===== config.mk =====
export PLATFORM = sky130hd
export DESIGN_NAME = ifd_decoder
export DESIGN_NICKNAME = d
export VERILOG_FILES = /design/src/core/ifd_pkg.sv /design/src/core/ifd_decoder.sv
export VERILOG_INCLUDE_DIRS = /design/src /design/src/core
export SDC_FILE = /design/constraint.sdc
export NUM_CORES = 1
export LEC_CHECK = 0
export BUFFER_PORTS_ARGS = -buffer_cell sky130_fd_sc_hd__buf_2
export CORE_MARGIN = 2
export CORE_UTILIZATION = 50
export DETAILED_ROUTE_END_ITERATION = 16
export PLACE_DENSITY = 0.79
export SETUP_SLACK_MARGIN = 0.5
export SYNTH_ARGS = -nofsm -noshare
export SYNTH_HDL_FRONTEND = slang
export SYNTH_SLANG_ARGS = --single-unit

===== constraint.sdc =====
create_clock -name clk_sys -period 2.7 [get_ports clk_sys]
set_input_delay 0.405 -clock clk_sys [delete_from_list [all_inputs] [get_ports clk_sys]]
set_output_delay 0.405 -clock clk_sys [all_outputs]
set_load 0.02 [all_outputs]

===== src/core/ifd_cfg.svh =====
// Offsets, field positions, codes and timing counts of the instruction decoder
`ifndef IFD_CFG_SVH
`define IFD_CFG_SVH

// ----------------------------------------------------------------
// Word and field layout
// ----------------------------------------------------------------
`define IFD_WORD_W      16
`define IFD_GRP_HI      15
`define IFD_GRP_LO      14
`define IFD_BYTE_OP_HI  13
`define IFD_BYTE_OP_LO  9
`define IFD_DEST_BIT    8
`define IFD_BIT_OP_HI   13
`define IFD_BIT_OP_LO   11
`define IFD_BITNUM_HI   10
`define IFD_BITNUM_LO   8
`define IFD_LIT_OP_HI   13
`define IFD_LIT_OP_LO   8
`define IFD_CALL_BIT    13
`define IFD_FILE_W      8
`define IFD_PERI_W      5
`define IFD_LIT8_W      8
`define IFD_LIT13_W     13

// ----------------------------------------------------------------
// Group codes in the top two bits
// ----------------------------------------------------------------
`define IFD_GRP_BYTE    2'h0
`define IFD_GRP_LIT     2'h1
`define IFD_GRP_BIT     2'h2
`define IFD_GRP_CTRL    2'h3

// ----------------------------------------------------------------
// Defined codes inside each group
// ----------------------------------------------------------------
`define IFD_BYTE_LAST   5'h1D
`define IFD_BYTE_TBL_LO 5'h14
`define IFD_BYTE_TBL_HI 5'h17
`define IFD_BYTE_SKP_LO 5'h18
`define IFD_BYTE_SKP_HI 5'h19
`define IFD_BYTE_ALT_LO 5'h1A
`define IFD_BYTE_ALT_HI 5'h1B
`define IFD_BYTE_PER_LO 5'h1C
`define IFD_BYTE_PER_HI 5'h1D
`define IFD_BIT_SKP_LO  3'h6
`define IFD_LIT_LAST    6'h11
`define IFD_LIT_RET_LO  6'h10
`define IFD_NOP_WORD    16'h0000

// ----------------------------------------------------------------
// Timing
// ----------------------------------------------------------------
`define IFD_Q_PER_CYCLE 4
`define IFD_Q_LAST      2'h3
`define IFD_OPCODES     58

`endif


===== src/core/ifd_pkg.sv =====
// Types shared by the instruction decoder
package ifd_pkg;

  typedef enum logic [1:0] {
    IFD_CLS_BYTE,
    IFD_CLS_BIT,
    IFD_CLS_LIT
  } ifd_class_t;

  typedef enum logic {
    IFD_SEQ_EXEC,
    IFD_SEQ_DUMMY
  } ifd_seq_t;

endpackage : ifd_pkg


===== src/core/ifd_decoder.sv =====
// Instruction word decoder and four-phase cycle sequencer
`timescale 1ns/1ps
`include "ifd_cfg.svh"

// Functional notes
// - Take each instruction as one 16-bit word: opcode plus operands.
// - Exactly 58 distinct instructions are recognised.
// - Sort each word into byte, bit, or literal/control class.
// - Byte ops: d=0 result to working_accumulator, d=1 to file register.
// - Bit ops: bit-number field picks the bit, file field the register.
// - Literal/control ops carry an 8-bit or 13-bit constant.
// - One instruction cycle except taken tests, PC changes, table ops.
// - Table read/write take two cycles; second cycle is a no-operation.
// - Taken tests and PC changes take two instruction cycles.
// - Each instruction cycle spans four oscillator periods.
// - File register field is eight bits, 00h to FFh.
// - Peripheral register field is five bits, 00h to 1Fh.
// - Alternate destination: s=0 file and accumulator, s=1 file only.
// - Table pointer bit 1 increments table_pointer after execution.
module ifd_decoder #(
  parameter int WORD_W = `IFD_WORD_W
) (
  input  wire logic                       clk_sys,
  input  wire logic                       reset,
  input  wire logic [WORD_W-1:0]          instr_word,
  input  wire logic                       cond_true,
  output logic [1:0]                      q_phase,
  output logic                            cycle_start,
  output logic                            fetch_strobe,
  output ifd_pkg::ifd_class_t             instr_class,
  output logic [5:0]                      op_code,
  output logic                            op_valid,
  output logic                            op_reserved,
  output logic                            dummy_cycle,
  output logic [`IFD_FILE_W-1:0]          file_addr,
  output logic [`IFD_PERI_W-1:0]          periph_addr,
  output logic                            periph_op,
  output logic [2:0]                      bit_sel,
  output logic [`IFD_LIT8_W-1:0]          lit8,
  output logic [`IFD_LIT13_W-1:0]         lit13,
  output logic                            lit13_op,
  output logic                            wr_accum,
  output logic                            wr_file,
  output logic                            table_read,
  output logic                            table_write,
  output logic                            table_high,
  output logic                            table_ptr_inc,
  output logic                            pc_change,
  output logic                            skip_op
);

  // ----------------------------------------------------------------
  // Decode helpers
  // ----------------------------------------------------------------
  function automatic logic ifd_is_defined(input logic [WORD_W-1:0] w);
    logic [1:0] g;
    g = w[`IFD_GRP_HI:`IFD_GRP_LO];
    unique case (g)
      `IFD_GRP_BYTE:
        ifd_is_defined =
          (w[`IFD_BYTE_OP_HI:`IFD_BYTE_OP_LO] <= `IFD_BYTE_LAST);
      `IFD_GRP_LIT:
        ifd_is_defined =
          (w[`IFD_LIT_OP_HI:`IFD_LIT_OP_LO] <= `IFD_LIT_LAST);
      `IFD_GRP_BIT: ifd_is_defined = 1'b1;
      `IFD_GRP_CTRL: ifd_is_defined = 1'b1;
    endcase
  endfunction : ifd_is_defined

  function automatic logic ifd_in(input logic [4:0] v, input logic [4:0] lo,
                                  input logic [4:0] hi);
    ifd_in = (v >= lo) && (v <= hi);
  endfunction : ifd_in

  // ----------------------------------------------------------------
  // Phase counter
  // ----------------------------------------------------------------
  logic [1:0] q_cnt;
  logic [1:0] next_q_cnt;
  logic       boundary;

  always_comb begin
    next_q_cnt = q_cnt + 2'h1;
  end

  assign boundary = (q_cnt == `IFD_Q_LAST);

  always_ff @(posedge clk_sys) begin
    if (reset) begin
      q_cnt <= 2'h0;
    end else begin
      q_cnt <= next_q_cnt;
    end
  end

  // ----------------------------------------------------------------
  // Fetch and sequence state
  // ----------------------------------------------------------------
  ifd_pkg::ifd_seq_t       seq;
  ifd_pkg::ifd_seq_t       next_seq;
  logic [WORD_W-1:0]       fetch_word;
  logic [WORD_W-1:0]       next_fetch_word;
  logic                    ex_two_cycle;
  logic                    ex_skip;
  logic                    next_ex_two_cycle;
  logic                    next_ex_skip;
  logic                    extend;

  // Executing word needs a second, empty cycle
  assign extend = ex_two_cycle || (ex_skip && cond_true);

  always_comb begin
    next_seq        = seq;
    next_fetch_word = fetch_word;
    if (boundary) begin
      next_fetch_word = instr_word;
      // Empty pipeline only after reset; extensions flush in place
      next_seq        = ifd_pkg::IFD_SEQ_EXEC;
    end
  end

  always_ff @(posedge clk_sys) begin
    if (reset) begin
      seq        <= ifd_pkg::IFD_SEQ_DUMMY;
      fetch_word <= `IFD_NOP_WORD;
    end else begin
      seq        <= next_seq;
      fetch_word <= next_fetch_word;
    end
  end

  // ----------------------------------------------------------------
  // Decode of the word entering execution
  // ----------------------------------------------------------------
  logic [WORD_W-1:0]      ex_word;
  logic [1:0]             grp;
  logic [4:0]             bop;
  logic [2:0]             kop;
  logic [5:0]             lop;
  logic                   flush;
  logic                   defined;

  ifd_pkg::ifd_class_t    d_class;
  logic [5:0]             d_op;
  logic                   d_wr_accum;
  logic                   d_wr_file;
  logic                   d_tbl_rd;
  logic                   d_tbl_wr;
  logic                   d_tbl_hi;
  logic                   d_tbl_inc;
  logic                   d_pc_chg;
  logic                   d_skip;
  logic                   d_periph;
  logic                   d_lit13;

  // Prefetched word is dropped when the current one extends
  assign flush   = (seq == ifd_pkg::IFD_SEQ_EXEC) && extend;
  assign ex_word = flush ? `IFD_NOP_WORD : fetch_word;
  assign grp     = ex_word[`IFD_GRP_HI:`IFD_GRP_LO];
  assign bop     = ex_word[`IFD_BYTE_OP_HI:`IFD_BYTE_OP_LO];
  assign kop     = ex_word[`IFD_BIT_OP_HI:`IFD_BIT_OP_LO];
  assign lop     = ex_word[`IFD_LIT_OP_HI:`IFD_LIT_OP_LO];
  assign defined = ifd_is_defined(ex_word);

  always_comb begin
    d_class    = ifd_pkg::IFD_CLS_BYTE;
    d_op       = 6'h00;
    d_wr_accum = 1'b0;
    d_wr_file  = 1'b0;
    d_tbl_rd   = 1'b0;
    d_tbl_wr   = 1'b0;
    d_tbl_hi   = 1'b0;
    d_tbl_inc  = 1'b0;
    d_pc_chg   = 1'b0;
    d_skip     = 1'b0;
    d_periph   = 1'b0;
    d_lit13    = 1'b0;
    if (defined) begin
      unique case (grp)
        `IFD_GRP_BYTE: begin
          d_class = ifd_pkg::IFD_CLS_BYTE;
          d_op    = {1'b0, bop};
          if (ifd_in(bop, `IFD_BYTE_TBL_LO, `IFD_BYTE_TBL_HI)) begin
            d_tbl_rd  = ~bop[1];
            d_tbl_wr  = bop[1];
            d_tbl_hi  = bop[0];
            d_tbl_inc = ex_word[`IFD_DEST_BIT];
            d_wr_file = ~bop[1];
          end else if (ifd_in(bop, `IFD_BYTE_ALT_LO,
                              `IFD_BYTE_ALT_HI)) begin
            d_wr_file  = 1'b1;
            d_wr_accum = ~ex_word[`IFD_DEST_BIT];
          end else if (ifd_in(bop, `IFD_BYTE_PER_LO,
                              `IFD_BYTE_PER_HI)) begin
            d_periph  = 1'b1;
            d_wr_file = 1'b1;
          end else begin
            d_wr_accum = ~ex_word[`IFD_DEST_BIT];
            d_wr_file  = ex_word[`IFD_DEST_BIT];
            d_skip     = ifd_in(bop, `IFD_BYTE_SKP_LO, `IFD_BYTE_SKP_HI);
          end
        end
        `IFD_GRP_BIT: begin
          d_class   = ifd_pkg::IFD_CLS_BIT;
          d_op      = {3'h0, kop};
          d_skip    = (kop >= `IFD_BIT_SKP_LO);
          d_wr_file = (kop < `IFD_BIT_SKP_LO);
        end
        `IFD_GRP_LIT: begin
          d_class    = ifd_pkg::IFD_CLS_LIT;
          d_op       = lop;
          d_pc_chg   = (lop >= `IFD_LIT_RET_LO);
          d_wr_accum = (lop != `IFD_LIT_RET_LO);
        end
        `IFD_GRP_CTRL: begin
          d_class  = ifd_pkg::IFD_CLS_LIT;
          d_op     = {5'h1F, ex_word[`IFD_CALL_BIT]};
          d_pc_chg = 1'b1;
          d_lit13  = 1'b1;
        end
      endcase
    end
  end

  always_comb begin
    next_ex_two_cycle = ex_two_cycle;
    next_ex_skip      = ex_skip;
    if (boundary) begin
      next_ex_two_cycle = (seq == ifd_pkg::IFD_SEQ_EXEC) && !extend &&
                          (d_pc_chg || d_tbl_rd || d_tbl_wr);
      next_ex_skip      = (seq == ifd_pkg::IFD_SEQ_EXEC) && !extend &&
                          d_skip;
    end
  end

  always_ff @(posedge clk_sys) begin
    if (reset) begin
      ex_two_cycle <= 1'b0;
      ex_skip      <= 1'b0;
    end else begin
      ex_two_cycle <= next_ex_two_cycle;
      ex_skip      <= next_ex_skip;
    end
  end

  // ----------------------------------------------------------------
  // Registered outputs
  // ----------------------------------------------------------------
  logic  ld;
  logic  live;

  // New word enters execution only outside a dummy cycle
  assign ld   = boundary;
  assign live = (seq == ifd_pkg::IFD_SEQ_EXEC) && !extend;

  always_ff @(posedge clk_sys) begin
    if (reset) begin
      q_phase       <= 2'h0;
      cycle_start   <= 1'b0;
      fetch_strobe  <= 1'b0;
      instr_class   <= ifd_pkg::IFD_CLS_BYTE;
      op_code       <= 6'h00;
      op_valid      <= 1'b0;
      op_reserved   <= 1'b0;
      dummy_cycle   <= 1'b1;
      file_addr     <= 8'h00;
      periph_addr   <= 5'h00;
      periph_op     <= 1'b0;
      bit_sel       <= 3'h0;
      lit8          <= 8'h00;
      lit13         <= 13'h0000;
      lit13_op      <= 1'b0;
      wr_accum      <= 1'b0;
      wr_file       <= 1'b0;
      table_read    <= 1'b0;
      table_write   <= 1'b0;
      table_high    <= 1'b0;
      table_ptr_inc <= 1'b0;
      pc_change     <= 1'b0;
      skip_op       <= 1'b0;
    end else begin
      q_phase      <= next_q_cnt;
      cycle_start  <= boundary;
      fetch_strobe <= (next_q_cnt == `IFD_Q_LAST);
      if (ld) begin
        instr_class   <= d_class;
        op_code       <= d_op;
        op_valid      <= live && defined;
        op_reserved   <= live && !defined;
        dummy_cycle   <= !live;
        file_addr     <= ex_word[`IFD_FILE_W-1:0];
        periph_addr   <= ex_word[`IFD_PERI_W-1:0];
        periph_op     <= live && d_periph;
        bit_sel       <= ex_word[`IFD_BITNUM_HI:`IFD_BITNUM_LO];
        lit8          <= ex_word[`IFD_LIT8_W-1:0];
        lit13         <= ex_word[`IFD_LIT13_W-1:0];
        lit13_op      <= live && d_lit13;
        wr_accum      <= live && d_wr_accum;
        wr_file       <= live && d_wr_file;
        table_read    <= live && d_tbl_rd;
        table_write   <= live && d_tbl_wr;
        table_high    <= live && d_tbl_hi;
        table_ptr_inc <= live && d_tbl_inc;
        pc_change     <= live && d_pc_chg;
        skip_op       <= live && d_skip;
      end
    end
  end

endmodule : ifd_decoder


==> results.cfg <==
[synth]
syn_nets = 291
ys_types = 41
ys_seq_elements = 56
yosysWarnings = 0
syn_inst = 270
synth_top_family_by_area = simple AND/OR/NAND/NOR gates
synth_edf_count = 0
ys_seq_area_share_pct = 45.0
synth_compound_area_share_pct = 14.3
synthAdderAreaFrac_pct = 1.00
synth_simple_gate_area_share_pct = 20.3
synth_area_um2 = 2490
synth_flop_cell = dfxtp_1
async_reset_ff_share_pct = 0
muxShareOfSynthArea_pct = 7.73
synth.avg_cell_area_um2 = 9.23
synth_xor_area_share_pct = 0

[clocking]
insertion_delay_ns = 0.31
clk_path_buf_depth = 2
holdBufCountCts = 0
cts_buffers = 5
cts_resized = 0
htree_num_levels = 2
clock-sinks = 56
path_clk_slew_ns = 0.10
cts_tree = built
clockRootBuffer = clkbuf_8
cts_setup_buffers = 0

[detailed_routing]
drc = 0
wire_per_inst_um = 13.7
drt-initial-drc-count = 147
ant_nets = 0
drt-pass1-iter-count = 4
vias_per_cell = 5.28
routed_wl_um = 5280
via_count = 2027

[job]
maxCapViolations = 0

[finish]
final_area_um2 = 2820
drive_above_1_share_pct = 31.2
fillers = 442
nets = 338
diodes = 0
layout_common_cells = 80 x buf_2, 56 x dfxtp_1, 28 x nor2_1
final_common_cell = buf_2
syn2layout_area_growth_pct = 13.1

[sta]
finalHoldViolCount = 0
setup_slack_ns = 0.877
fin_tns_setup_ns = 0
rsz0062_at_grt = no
fin_crit_sh_pct = 67.5
worst_hold_slack_ns = 0.321
clock_skew_ns = 0.0108
fin_crit_ns = 1.82
drv_slew = 0
setup_violations = 0
tightest_slew_ns = 0.613
max_slew_margin_pct = 59.1
fmax_mhz = 549

[global_routing]
grt_max_degree = 41
grt_overflow_total = 0
antenna_found_initial = 0
grt_pass1_wl_um = 8130
track_usage_pct = 19.0
grt_pass1_vias = 1742

[placed_design]
io_buffers = 80
gp_congestion = 0.791
dp_slack_ns = 0.894
dp_hpwl_um = 3760
place_area_um2 = 2740

[setup_path]
crit_chain = inv_1 > nor4_4 > nor3_1 > a31o_2
r2r_start = fetch_word[10]
startpoint = fetch_word[10]
crit_required_ns = 2.91
crit_arrival_ns = 2.04
cpPeakStageDelay_ns = 0.65
crit_fanout = 13
crit_slowest_cell = dfxtp_1
crit_path_start_kind = flip-flop
critPathKind = flip-flop to flip-flop
endpoint_kind = flip-flop

[floorplanning]
row_count = 25
core-area_um2 = 4750
die_y_um = 74.6
ioPinCount = 81
dieArea_um2 = 5560
die_w_um = 74.6
start_util_pct = 52.4

[pwr]
power_density_nw_per_um2 = 504
p_leak_uw = 0.00122
vdd_drop_max_mv = 0.293

[hold_path]
min_from = instr_word[8]
hp-class = input port to flip-flop

[outcome]
outcome = finished, final reports clean
[path summary, 6_finish.rpt]
path | to | slack [ns] | cells past startpoint
max reg2reg | op_valid | 0.88 | 4
min reg2reg | lit13[12] | 0.45 | 2
max | op_valid | 0.88 | 4
min | fetch_word[8] | 0.32 | 3
[cell type report]
type / instances / area, µm² / share of cell area, %
timing repair buffer: 84 / 430 / 15.3
clock buffer: 6 / 72.6 / 2.58
sequential: 56 / 1120 / 39.8
tap: 67 / 83.8 / 2.98
clock inverter: 1 / 8.76 / 0.311
inverter: 5 / 18.8 / 0.666
multi-input combinational: 165 / 1080 / 38.4
[report_power, final]
| part | switching [µW] | internal, µW |
|---|---|---|
| clock network | 263 | 182 |
| logic | 66.0 | 47.3 |
| registers | 21.9 | 840 |
| total | 351 | 1070 |
[flip-flops by register name, indices dropped and copies added (netlist names), 2 cells and up]
| name | count |
|---|---|
| fetch_word | 16 |
| op_code | 6 |
| lit13 | 4 |
| periph_addr | 4 |
| lit8 | 3 |
| bit_sel | 2 |
| instr_class | 2 |
| q_phase | 2 |
[per-layer routing]
layer  global-route usage, %  up-vias  wire length, µm
li1                        -     1011                -
met1                    26.5      945             2310
met2                    28.1       62             2540
met3                    5.42        9              345
met4                    6.94        0               76
met5                       0        -                0
[per-stage QoR]
stage	power, µW	util, %	std cells
2_1_floorplan	957	-	270
3_3_place_gp	992	57.5	377
3_5_place_dp	995	57.5	377
4_1_cts	1430	59.2	384
5_1_grt	1470	59.2	384
6_report	1420	59.2	384
[critical path: cells and delay by family, from the launching register on]
family                 cells  cell delay, ns
AO/OA/AOI/OAI              1            0.24
buffers and inverters      1            0.19
flip-flops                 1            0.65
AND/OR/NAND/NOR            2            0.65
[cells in the mapped netlist, types with 2 or more instances]
| master | instances | area (µm²) |
|---|---|---|
| buf_2 | 8 | 40.0 |
| dfxtp_1 | 56 | 1120 |
| a31oi_1 | 2 | 12.5 |
| o21ai_0 | 10 | 50.1 |
| nand3_1 | 13 | 65.1 |
| a21oi_1 | 19 | 95.1 |
| nor2b_1 | 7 | 43.8 |
| clkbuf_1 | 8 | 30.0 |
| nand4b_1 | 2 | 17.5 |
| nor4_4 | 2 | 42.5 |
| buf_4 | 24 | 180 |
| nor3_1 | 6 | 30.0 |
| buf_1 | 3 | 11.3 |
| a22o_1 | 14 | 123 |
| nor4b_4 | 2 | 47.6 |
| a31o_2 | 2 | 17.5 |
| nand2_1 | 21 | 78.8 |
| mux2i_1 | 17 | 170 |
| nor2_1 | 28 | 105 |
| ha_1 | 2 | 25.0 |
| inv_1 | 4 | 15.0 |
[cell families after synthesis]
| group | Yosys count |
|---|---|
| compound gates | 54 |
| simple gates | 91 |
| fa+ha+maj | 2 |
| mux | 18 |
| buf+inv | 49 |
| flops | 56 |
Note: power is estimated with default switching activity, not from simulation.
